File: config.mk
export PLATFORM = sky130hd
export DESIGN_NAME = clk_switch
export DESIGN_NICKNAME = d
export VERILOG_FILES = /design/src/hw/clk_switch_pkg.sv /design/src/hw/clk_switch.sv /design/src/hw/clk_gate_sync.sv /design/src/hw/src_mux.sv
export SDC_FILE = /design/constraint.sdc
export NUM_CORES = 1
export LEC_CHECK = 0
export ABC_CLOCK_PERIOD_IN_PS = 1900
export BUFFER_PORTS_ARGS = -buffer_cell sky130_fd_sc_hd__buf_4
export CAP_MARGIN = 20
export CELL_PAD_IN_SITES_DETAIL_PLACEMENT = 2
export CELL_PAD_IN_SITES_GLOBAL_PLACEMENT = 2
export CORE_MARGIN = 4
export CORE_UTILIZATION = 30
export CTS_CLUSTER_DIAMETER = 60
export DETAILED_ROUTE_END_ITERATION = 8
export HOLD_SLACK_MARGIN = 0.1
export PLACE_DENSITY_LB_ADDON = 0.2
export SLEW_MARGIN = 20
export SYNTH_ARGS = -nofsm -noshare
export SYNTH_HDL_FRONTEND = slang
export SYNTH_SLANG_ARGS = --single-unit
export TNS_END_PERCENT = 30
File: constraint.sdc
create_clock -name mclk_i -period 1.9 [get_ports mclk_i]
set_clock_uncertainty 0.1 [all_clocks]
set_input_delay 0.095 -clock mclk_i [delete_from_list [all_inputs] [get_ports mclk_i]]
set_output_delay 0.095 -clock mclk_i [all_outputs]
set_load 0.05 [all_outputs]
File: src/hw/clk_switch_pkg.sv
// package: register map, field layout and reset values of the clock switch
//
// Contract
// - control writes accepted only when access unlocked
// - write disabling active source is discarded whole
// - selecting disabled source: field updates, flag set
// - enabled unstable target: wait, switch later, flag
// - deferred switch done clears fault flag
// - bit 5 reads fast oscillator enabled and stable
// - bit 3 reads external clock enabled and stable
// - select field bits 2:1 chooses system source
// - select field readback not the running source
// - external enable field active only at 11
// - enable bit 5 switches fast oscillator
// - self programming forces fast oscillator on
// - fault flag bit 0 reports last switch
// - switch register resets to 0011 0000
// - enable register resets to 0011 0000
// - after reset fast oscillator runs selected
package clk_switch_pkg;
   localparam logic [7:0] switch_addr = 8'h96;
   localparam logic [7:0] enable_addr = 8'h97;
   localparam logic [7:0] switch_reset = 8'h30;
   localparam logic [7:0] enable_reset = 8'h30;
   localparam int fast_st_bit = 5;
   localparam int slow_st_bit = 4;
   localparam int ext_st_bit = 3;
   localparam int sel_lo_bit = 1;
   localparam int ext_en_lo_bit = 6;
   localparam int fast_en_bit = 5;
   localparam int fault_bit = 0;
   localparam logic [1:0] ext_on_code = 2'h3;
   // cycles each old/new clock must be quiet before handing over
   localparam logic [1:0] sync_stages = 2'h2;

   typedef enum logic [1:0]
   {
      src_fast = 2'b00,
      src_ext = 2'b01,
      src_slow = 2'b10,
      src_rsvd = 2'b11
   } src_e;
endpackage : clk_switch_pkg

File: src/hw/clk_switch.sv
// system clock source switch: control registers and switch sequencing
`timescale 1ns/1ps
`default_nettype none
module clk_switch
   import clk_switch_pkg::*;
(
   input wire logic mclk_i,
   input wire logic rst_i,
   input wire logic wr_i,
   input wire logic [7:0] addr_i,
   input wire logic [7:0] wdata_i,
   input wire logic unlock_i,
   output logic [7:0] rdata_o,
   input wire logic fast_osc_ready_i,
   input wire logic slow_osc_ready_i,
   input wire logic ext_clock_ready_i,
   input wire logic self_program_enable_i,
   input wire logic [2:0] osc_i,
   output logic fast_osc_on_o,
   output logic ext_clock_pin_on_o,
   output logic [1:0] active_src_o,
   output logic sys_clk_o
);
   logic [1:0] sel_q;
   logic [1:0] ext_en_q;
   logic fast_en_q;
   logic fault_q;
   logic [1:0] act_q;
   logic [7:0] rdata_q;
   logic fast_on_q;
   logic ext_on_q;
   logic [1:0] act_o_q;
   logic [2:0] gate;
   logic mux_clk;

   function automatic logic src_ok(input logic [1:0] s, input logic fe,
      input logic fr, input logic sr, input logic ee, input logic er);
      src_ok = (s == src_fast) ? (fe & fr) :
               (s == src_slow) ? sr :
               (s == src_ext) ? (ee & er) : 1'b0;
   endfunction : src_ok

   function automatic logic src_en(input logic [1:0] s, input logic fe,
      input logic ee);
      src_en = (s == src_fast) ? fe :
               (s == src_slow) ? 1'b1 :
               (s == src_ext) ? ee : 1'b0;
   endfunction : src_en

   wire wr_sw = wr_i && unlock_i && (addr_i == switch_addr);
   wire wr_en = wr_i && unlock_i && (addr_i == enable_addr);
   wire [1:0] new_sel = wdata_i[sel_lo_bit +: 2];
   wire [1:0] new_ext = wdata_i[ext_en_lo_bit +: 2];
   wire new_fast = wdata_i[fast_en_bit];
   wire fast_eff = fast_en_q | self_program_enable_i;
   wire ext_eff = (ext_en_q == ext_on_code);
   wire fast_st = fast_eff & fast_osc_ready_i;
   wire ext_st = ext_eff & ext_clock_ready_i;
   wire new_ok = src_ok(new_sel, fast_eff, fast_osc_ready_i,
      slow_osc_ready_i, ext_eff, ext_clock_ready_i);
   // discard if the active source would lose its enable
   // the forced enable is ignored here: it lapses when programming ends
   wire kills_active = (act_q == src_fast && !new_fast) ||
      (act_q == src_ext && new_ext != ext_on_code);
   wire sel_ok = src_ok(sel_q, fast_eff, fast_osc_ready_i,
      slow_osc_ready_i, ext_eff, ext_clock_ready_i);
   wire pend = (sel_q != act_q);
   wire [1:0] hw_fields_sw = {fast_st, slow_osc_ready_i};
   wire [7:0] sw_view = {2'h0, hw_fields_sw, ext_st, sel_q, 1'b0};
   // spare bit 4 reads as one so the reset image is 0011 0000
   wire [7:0] en_view = {ext_en_q, fast_eff, 1'b1, 3'h0, fault_q};
   wire [7:0] rd_next = (addr_i == switch_addr) ? sw_view :
                        (addr_i == enable_addr) ? en_view : 8'h00;

   always_ff @(posedge mclk_i or posedge rst_i)
   begin
      if (rst_i)
      begin
         sel_q <= src_fast;
         ext_en_q <= 2'h0;
         fast_en_q <= 1'b1;
      end
      else
      begin
         if (wr_sw)
            sel_q <= new_sel;
         if (wr_en && !kills_active)
         begin
            ext_en_q <= new_ext;
            fast_en_q <= new_fast;
         end
      end
   end

   // active source moves only to an enabled and stable target
   always_ff @(posedge mclk_i or posedge rst_i)
   begin
      if (rst_i)
      begin
         act_q <= src_fast;
         fault_q <= 1'b0;
      end
      else if (wr_sw && new_sel != act_q)
      begin
         // flag now; the switch itself is deferred one cycle minimum
         fault_q <= !src_ok(new_sel, fast_eff, fast_osc_ready_i,
            slow_osc_ready_i, ext_eff, ext_clock_ready_i);
      end
      else if (wr_sw)
         fault_q <= 1'b0;
      else if (pend && sel_ok && src_en(sel_q, fast_eff, ext_eff))
      begin
         act_q <= sel_q;
         fault_q <= 1'b0;
      end
   end

   always_ff @(posedge mclk_i or posedge rst_i)
   begin
      if (rst_i)
      begin
         rdata_q <= 8'h00;
         fast_on_q <= 1'b1;
         ext_on_q <= 1'b0;
         act_o_q <= src_fast;
      end
      else
      begin
         rdata_q <= rd_next;
         fast_on_q <= fast_eff;
         ext_on_q <= ext_eff;
         act_o_q <= act_q;
      end
   end

   src_mux u_mux (
      .mclk_i(mclk_i),
      .rst_i(rst_i),
      .target_i(act_q),
      .osc_i(osc_i),
      .gate_o(gate),
      .clk_o(mux_clk)
   );

   // the gated clock is combinational by nature; registering it would halve it
   assign sys_clk_o = mux_clk;
   assign rdata_o = rdata_q;
   assign fast_osc_on_o = fast_on_q;
   assign ext_clock_pin_on_o = ext_on_q;
   assign active_src_o = act_o_q;
endmodule : clk_switch
`default_nettype wire

File: src/hw/clk_gate_sync.sv
// one gated source leg of the glitch-free clock mux
`timescale 1ns/1ps
`default_nettype none
module clk_gate_sync
   import clk_switch_pkg::*;
(
   input wire logic mclk_i,
   input wire logic rst_i,
   input wire logic want_i,
   output logic on_o
);
   logic s1_q;
   logic s2_q;
   // two stages so the gate only changes well clear of the source edge
   always_ff @(posedge mclk_i or posedge rst_i)
   begin
      if (rst_i)
      begin
         s1_q <= 1'b0;
         s2_q <= 1'b0;
      end
      else
      begin
         s1_q <= want_i;
         s2_q <= s1_q;
      end
   end
   assign on_o = s2_q;
endmodule : clk_gate_sync
`default_nettype wire

File: src/hw/src_mux.sv
// break-before-make selection between the three sources
`timescale 1ns/1ps
`default_nettype none
module src_mux
   import clk_switch_pkg::*;
(
   input wire logic mclk_i,
   input wire logic rst_i,
   input wire logic [1:0] target_i,
   input wire logic [2:0] osc_i,
   output logic [2:0] gate_o,
   output logic clk_o
);
   logic [2:0] want;
   logic [2:0] on;
   genvar g;
   generate
      for (g = 0; g < 3; g++)
      begin : leg
         // a leg may open only after every other leg has closed
         assign want[g] = (target_i == 2'(g)) && ((on & ~(3'h1 << g)) == 3'h0);
         clk_gate_sync u_sync (
            .mclk_i(mclk_i),
            .rst_i(rst_i),
            .want_i(want[g]),
            .on_o(on[g])
         );
      end
   endgenerate
   assign gate_o = on;
   assign clk_o = |(on & osc_i);
endmodule : src_mux
`default_nettype wire

Yosys cells after proc, flatten, opt, wreduce, memory -nomap -nowiden --
Cells that the tools add are included.
Storage, ports and cells: register bits 26, bits of input ports 27, output and inout port bits 13, logic and storage cells 72
Cells by class: equal/unequal tests 12, muxes and demuxes 14, bitwise logic cells 6, reduce and logical (&&, ||, !) cells 25
Operator list (count):
- $eq 8x8->1 const B | 2
- $mux 8 | 2
- $logic_and 1x1->1 | 12
- $mux 1 | 12
- $logic_not 3->1 | 3
- $eq 2x2->1 const B | 4
- $eq 2x1->1 const B | 3
- $logic_not 2->1 | 3
- $ne 2x2->1 | 2
- $and 3x3->3 | 1
- $logic_not 1->1 | 3
- $reduce_and 3->1 | 1
- $reduce_bool 3->1 | 1
- $reduce_or 3->1 | 1
- $and 1x1->1 | 2
- $ne 2x2->1 const B | 1
- $not 1->1 | 2
- $logic_or 1x1->1 | 1
- $or 1x1->1 | 1

Longest topological paths before layout --
Gate-level depths: netlist (run 1).
depth in word-level cells 10, mapped depth 5, mapped depth without buffers 4

Hierarchy --
Synthesis (run 1) repeated with hierarchy kept, for this count alone.
Second synthesis, totals: cell total of the unflattened synthesis 83, area total of the unflattened synthesis 1086.0 sq um
By module, submodules not included:
- clk_switch | instances 1, cells each 69, area each 887.1 sq um, sequential area each 503.0 sq um
- clk_gate_sync | instances 3, cells each 3, area each 53.8 sq um, sequential area each 50.0 sq um
- src_mux | instances 1, cells each 5, area each 37.5 sq um, sequential area each 0.0 sq um

Worst setup path after synthesis (run 1) --
No wires, ideal clock.
path type register to register, start reg act_q[0], end reg ext_en_q[0], setup time 0.127 ns, arrival time 1.523 ns, data required time 1.673 ns, setup slack 0.149 ns, stages on the path, launching flop included 6, path buffers 1, clock period less this slack 1.751 ns, cells stage by stage dfrtp_1 -> buf_4 -> or2b_2 -> a21oi_2 -> or4_4 -> mux2_1
Between the ends: longest elaborated chain between the ends 5, elaborated cells between the ends (all ways) 7, classes of those cells eq/ne: 1; reduce/logical: 6
Ends and longest elaborated chain:
- start, declared | RTL line clk_switch.sv:28 | logic [1:0] act_q;
- start signal, assigned | RTL line clk_switch.sv:100 | act_q <= src_fast;
- start signal, assigned | RTL line clk_switch.sv:113 | act_q <= sel_q;
- $eq 2x1->1 / $logic_not 2->1 (equally long branches) | RTL line clk_switch.sv:64, clk_switch.sv:63
- $logic_and 1x1->1, on equally long branches | RTL line clk_switch.sv:64, clk_switch.sv:63
- $logic_or 1x1->1 * | RTL line clk_switch.sv:63 | wire kills_active = (act_q == src_fast && !new_fast) ||
- $logic_not 1->1 * | RTL line clk_switch.sv:87 | if (wr_en && !kills_active)
- $logic_and 1x1->1 * | RTL line clk_switch.sv:87
- end signal, assigned | RTL line clk_switch.sv:89 | ext_en_q <= new_ext;
- end, declared | RTL line clk_switch.sv:25 | logic [1:0] ext_en_q;
Every way passes the cells marked *; elsewhere a longest branch is shown, timed or not. A chain may end at the register's enable or synchronous reset.

Final worst setup path (run 1) --
Same ends and word-level chain as after synthesis.

==> results of run 1 <==
-- worst min-delay path, delay by kind of cell --
kind	cells	cell delay [ps]
buffers and inverters	1	90
and+or+nand+nor	2	370
-- repair_timing --
action                    in CTS  in global routing
hold buffers                  12                  0
hold endpoints to repair      39                  0
resized for setup              0                  0
-- per-stage QoR --
stage / hold WS, ps / instances / setup WS, ps / power, W
floorplan: 33.5 / 84 / 149 / 0.000738
global placement: 71.2 / 167 / 219 / 0.000834
detailed placement: 79.4 / 167 / 193 / 0.000846
CTS: 159 / 183 / 174 / 0.00110
global route: 156 / 183 / 129 / 0.00117
finish: 158 / 183 / 187 / 0.00109
-- report_power, final --
part           internal (W)  total [W]  switching, W  leakage (nW)
Sequential         0.000591   0.000618     0.0000264         0.346
Combinational      0.000112   0.000236      0.000123         0.437
Clock             0.0000822   0.000240      0.000158        0.0150
-- worst max-delay path by stage --
stage | depth (start not counted) | slack (ps) | from | to
final | 4 | 190 | act_q[0]$_DFFE_PP0P_ | ext_en_q[0]$_DFFE_PP0P_
after CTS | 4 | 170 | act_q[0]$_DFFE_PP0P_ | ext_en_q[0]$_DFFE_PP0P_
after detailed placement | 4 | 190 | act_q[0]$_DFFE_PP0P_ | ext_en_q[0]$_DFFE_PP0P_
after floorplan | 5 | 150 | act_q[0]$_DFFE_PP0P_ | ext_en_q[0]$_DFFE_PP0P_
after global routing | 4 | 130 | act_q[0]$_DFFE_PP0P_ | ext_en_q[0]$_DFFE_PP0P_
after global placement | 4 | 220 | act_q[0]$_DFFE_PP0P_ | ext_en_q[0]$_DFFE_PP0P_
-- synthesized netlist by cell type (all sizes together) (3+ instances only) --
library cell,n
mux2,5
and3,4
nor3,4
dfrtp,24
nor2,3
and2,5
-- cell type report --
type / count / area (um^2) / area share [%]
clock buffer: 4 / 26.3 / 1.67
inverter: 2 / 7.51 / 0.476
timing repair buffer: 51 / 413 / 26.2
tap: 46 / 57.6 / 3.65
sequential: 26 / 653 / 41.4
multi-input combinational: 54 / 419 / 26.6
-- metal layers --
layer	GRT usage (%)	up-vias
li1	-	417
met1	17.7	427
met2	24.8	28
met3	2.96	5
met4	4.47	0
met5	0	-
-- sequential cells by signal (all words and copies together) (netlist names) --
register / flops
ext_clock_pin_on_o: 1
u_mux.leg.u_sync.s1_q: 3
sel_q: 2
active_src_o: 2
rdata_o: 8
fault_q: 1
u_mux.leg.u_sync.on_o: 3
act_q: 2
ext_en_q: 2
fast_osc_on_o: 1
fast_en_q: 1
-- cells by family (layout without fill, tap and decap cells) --
group                  Yosys count  in the layout  synth area share [%]
AND/OR/NAND/NOR                 33             33                  20.5
flip-flops                      26             26                  59.9
AO/OA/AOI/OAI                   12             12                  8.95
multiplexers                     7              7                  7.34
buffers and inverters            4             57                  1.72
XOR/XNOR                         2              2                  1.61
==> flow_metrics.py, run 1 <==
metrics = {
    "timing": {
        "relSlewSlack_pct": 77.5,
        "tns_ps": 0,
        "max_freq_ghz": 0.584,
        "maxSlewViolCount": 0,
        "hold_viol": 0,
        "period_needed_ps": 1710,
        "grt_setup_unrepaired": "false",
        "tightest_slew_ps": 338,
        "setup_violations": 0,
        "finalCritPeriodShare_pct": 90.1,
    },
    "die": {
        "die_h_um": 68.3,
        "fp-row-count": 21,
        "core_um2": 3420,
        "die_w_um": 68.3,
        "dieArea_um2": 4670,
        "ioPinCount": 40,
        "start_util_pct": 31.9,
    },
    "logic_synthesis": {
        "yosys_warnings": 0,
        "yosys.area.top_type": "dfrtp_1",
        "synthFlopType": "dfrtp_1",
        "avgSynthCellArea_um2": 13.0,
        "synth_cell_types": 39,
        "seq_area_frac_synth_pct": 59.9,
        "synth_area_um2": 1090,
        "synthArstFlopShare_pct": 100,
        "synthCells": 84,
        "ys_ff_latch": 26,
        "synth_area_leaders": "dfrtp_1, dfstp_2, and2_1",
        "synth_edf_count": 0,
        "synth_fp_nets": 111,
        "synth_top_area_share_pct": 55.0,
    },
    "global_route": {
        "grt_start_max_net_pins": 27,
        "grt_util_all_layers_pct": 14.3,
        "grt_overflow_total": 0,
        "grt_first_pass_wirelength_um": 4850,
        "grt_pass1_vias": 978,
        "antenna_found_initial": 0,
    },
    "drt": {
        "wl_met3_um": 184,
        "wirelength_met1_um": 1250,
        "drtPass1Iterations": 4,
        "drc": 0,
        "num_vias": 877,
        "dr.first_iter.drc_count": 26,
        "wl_per_cell_um": 16.1,
        "ant_nets": 0,
        "met2_length_um": 1480,
        "avgViaCountPerCell": 4.79,
        "routed.top_layer": "met4",
        "drt_wl_total_um": 2940,
    },
    "place": {
        "place_congestion": 0.728,
        "post-dp-hpwl_um": 2290,
        "portBuffers": 36,
        "place_area_um2": 1430,
    },
    "power_and_ir_drop": {
        "powerDensity_nw_per_um2": 694,
        "peakVddDrop_v": 0.000215,
        "cellLeakagePower_nw": 0.798,
    },
    "critical_path": {
        "r2r_cells": 4,
        "reg2reg_to": "ext_en_q[0]$_DFFE_PP0P_",
        "r2r_start": "act_q[0]$_DFFE_PP0P_",
        "startpoint_type": "register",
        "critical-path-top-delay-family": "simple AND/OR/NAND/NOR gates",
        "required_ps": 2020,
        "slowest_stage": "or4_4",
        "crit_path_end_kind": "register",
        "path_cells": "or2b_2 > a21oi_2 > or4_4 > mux2_1",
        "r2r_setup_slack_ps": 190,
        "crit_path_max_incr_delay_ps": 500,
        "critPathMaxFanout": 4,
        "cp_num_buf_inv": 0,
        "crit_arrival_ps": 1830,
        "crit_type": "register to register",
    },
    "final_layout": {
        "diodes": 0,
        "areaGrowthSynthToFinish_pct": 44.5,
        "drive_above_1_share_pct": 39.4,
        "utilization_pct": 46.2,
        "nFillCells": 357,
        "stdcell_area_um2": 1580,
        "nets": 165,
        "layout_common_cells": "buf_4, dfrtp_1, dlygate4sd3_1, and2_1",
        "final_common_cell": "buf_4",
    },
    "clock_network": {
        "cts_sinks": 26,
        "clk_pin_slew_ps": 140,
        "cts_made_buffers": 3,
        "cts-htree-levels": 1,
        "postCtsSetupBuffers": 0,
        "root_buffer": "clkbuf_4",
        "insertion_delay_ps": 320,
        "cts_buffer_depth": 2,
        "cts_tree": "built",
    },
    "min_path": {
        "min_from": "addr_i[1]",
        "hold_depth": 3,
        "hp-class": "primary input to register",
        "min_to": "rdata_o[1]$_DFF_PP0_",
    },
    "run": {
        "maxCapViolCount": 0,
    },
    "status": {
        "status": "completed",
    },
}
Power figures use the tool's default switching activity.
==> inputs of run 2 (changes only) <==
--- a/config.mk
+++ b/config.mk
@@ -10,6 +10,7 @@
 export CAP_MARGIN = 20
 export CELL_PAD_IN_SITES_DETAIL_PLACEMENT = 2
 export CELL_PAD_IN_SITES_GLOBAL_PLACEMENT = 2
+export CORE_ASPECT_RATIO = 2
 export CORE_MARGIN = 4
 export CORE_UTILIZATION = 30
 export CTS_CLUSTER_DIAMETER = 60
==> run 2 against run 1 <==
Flip-flop and latch count unchanged. Global-route usage up 0.30 points. Critical path depth unchanged. Setup slack worse by 23 ps. Highest routed layer unchanged. Critical path type unchanged. Routed wire length about the same. Hold slack better by 51 ps. Clock power up 45%. Non-clock buffer count unchanged. Via count up 1.4%.
==> flow_metrics.py, run 2 (same netlist as run 1, synthesis figures left out) <==
metrics = {
    "final_layout": {
        "utilization_pct": 46.6,
        "drive_above_1_share_pct": 40.1,
        "areaGrowthSynthToFinish_pct": 47.4,
        "nets": 165,
        "layout_common_cells": "buf_4, dfrtp_1, dlygate4sd3_1, and2_1",
        "largest_register_ffs": 8,
        "diodes": 0,
        "final_common_cell": "buf_4",
    },
    "power_and_ir_drop": {
        "power_frac_comb_pct": 19.7,
        "p_clk_share_pct": 29.1,
        "p_sw_share_pct": 25.8,
        "cellLeakagePower_nw": 0.812,
        "internal-power_w": 0.000889,
        "powerDensity_nw_per_um2": 745,
        "power.share.sequential_pct": 51.2,
        "p_switching_w": 0.000309,
        "peakVddDrop_v": 0.000438,
    },
    "critical_path": {
        "required_ps": 1950,
        "cp_num_buf_inv": 0,
        "critical_path_depth": 4,
        "r2r_start": "act_q[0]$_DFFE_PP0P_",
        "crit_type": "register to register",
        "r2r_cells": 4,
        "critical-path-top-delay-family": "simple AND/OR/NAND/NOR gates",
        "startpoint_type": "register",
        "crit_path_end_kind": "register",
        "crit_arrival_ps": 1790,
        "crit_path_max_incr_delay_ps": 520,
        "critPathMaxFanout": 4,
        "slowest_stage": "or4_4",
        "reg2reg_to": "ext_en_q[1]$_DFFE_PP0P_",
        "path_cells": "or2b_2 > a21oi_2 > or4_4 > mux2_1",
        "r2r_setup_slack_ps": 160,
    },
    "drt": {
        "num_vias": 889,
        "drt_wl_total_um": 2940,
        "wl_per_cell_um": 15.9,
        "ant_nets": 0,
        "dr.first_iter.drc_count": 16,
        "avgViaCountPerCell": 4.81,
        "drc": 0,
        "drtPass1Iterations": 4,
    },
    "clock_network": {
        "cts_hold_buffers": 12,
        "clk_pin_slew_ps": 80,
        "insertion_delay_ps": 270,
        "cts_tree": "built",
        "cts-htree-levels": 1,
        "cts_buffer_depth": 2,
        "postCtsSetupBuffers": 0,
        "cts_made_buffers": 3,
        "cts_resized": 0,
        "root_buffer": "clkbuf_8",
        "cts_sinks": 26,
    },
    "timing": {
        "relSlewSlack_pct": 78.3,
        "maxSlewViolCount": 0,
        "finalCritPeriodShare_pct": 91.3,
        "tns_ps": 0,
        "period_needed_ps": 1740,
        "setup_violations": 0,
        "max_freq_ghz": 0.576,
        "grt_setup_unrepaired": "false",
        "hold_viol": 0,
        "layout_setup_ws_ps": 165,
        "tightest_slew_ps": 325,
    },
    "die": {
        "die_w_um": 50.6,
        "dieArea_um2": 4720,
        "start_util_pct": 31.6,
        "core_um2": 3450,
        "fp-row-count": 30,
        "ioPinCount": 40,
        "die_h_um": 93.3,
    },
    "min_path": {
        "hp-class": "primary input to register",
        "hold_depth": 3,
        "min_to": "rdata_o[3]$_DFF_PP0_",
        "min_from": "addr_i[1]",
    },
    "global_route": {
        "grt_overflow_total": 0,
        "antenna_found_initial": 0,
        "grt_util_all_layers_pct": 14.6,
        "grt_pass1_vias": 1065,
        "grt_start_max_net_pins": 27,
        "grt_first_pass_wirelength_um": 5170,
    },
    "run": {
        "maxCapViolCount": 0,
    },
    "place": {
        "place_congestion": 0.733,
        "pre_cts_slack_ps": 156,
        "portBuffers": 36,
        "post-dp-hpwl_um": 2290,
    },
    "status": {
        "status": "completed",
    },
}
[run 2: worst reg2reg max path: cells and delay by family, from the launching register on]
family	cells	cell delay, ps
mux	1	330
simple gates	2	740
flops	1	410
compound gates	1	40
[run 2: final cells by class]
type / instances / area, um^2
Clock buffer: 4 / 55.1
Fill cell: 373 / 1850
Inverter: 2 / 7.51
Multi-Input combinational cell: 54 / 419
Sequential cell: 26 / 653
Tap cell: 48 / 60.1
Timing Repair Buffer: 51 / 413
[run 2: worst max-delay path by stage]
stage,slack (ps),end,startpoint
finish,160,ext_en_q[1]$_DFFE_PP0P_,act_q[0]$_DFFE_PP0P_
detailed placement,160,ext_en_q[1]$_DFFE_PP0P_,act_q[0]$_DFFE_PP0P_
global route,90,ext_en_q[1]$_DFFE_PP0P_,act_q[0]$_DFFE_PP0P_
CTS,140,ext_en_q[1]$_DFFE_PP0P_,act_q[0]$_DFFE_PP0P_
global placement,200,ext_en_q[0]$_DFFE_PP0P_,act_q[0]$_DFFE_PP0P_
floorplan,150,ext_en_q[0]$_DFFE_PP0P_,act_q[0]$_DFFE_PP0P_
[run 2: stage by stage]
step	total power [W]	area [um^2]	hold WS [ps]	cells
after floorplan	0.000738	1090	33.5	84
after global placement	0.000834	1430	70.5	169
after detailed placement	0.000846	1430	96.2	169
after CTS	0.00122	1610	207	185
after global routing	0.00126	1610	231	185
final	0.00120	1610	210	185
[run 2: layer usage]
layer  GRT usage [%]  part of all wire, %
met2            27.6                   61
met4            7.19                  2.1
met1            14.1                   32
met3            3.51                  4.8
met5               0                    0
[run 2: power by group through the flow]
stage	Sequential [W]	Combinational, W	Clock (W)
after floorplan	0.000652	0.0000858	0
after global placement	0.000623	0.000211	0
after detailed placement	0.000625	0.000220	0
after CTS	0.000614	0.000241	0.000360
after global routing	0.000619	0.000258	0.000387
final	0.000613	0.000236	0.000348
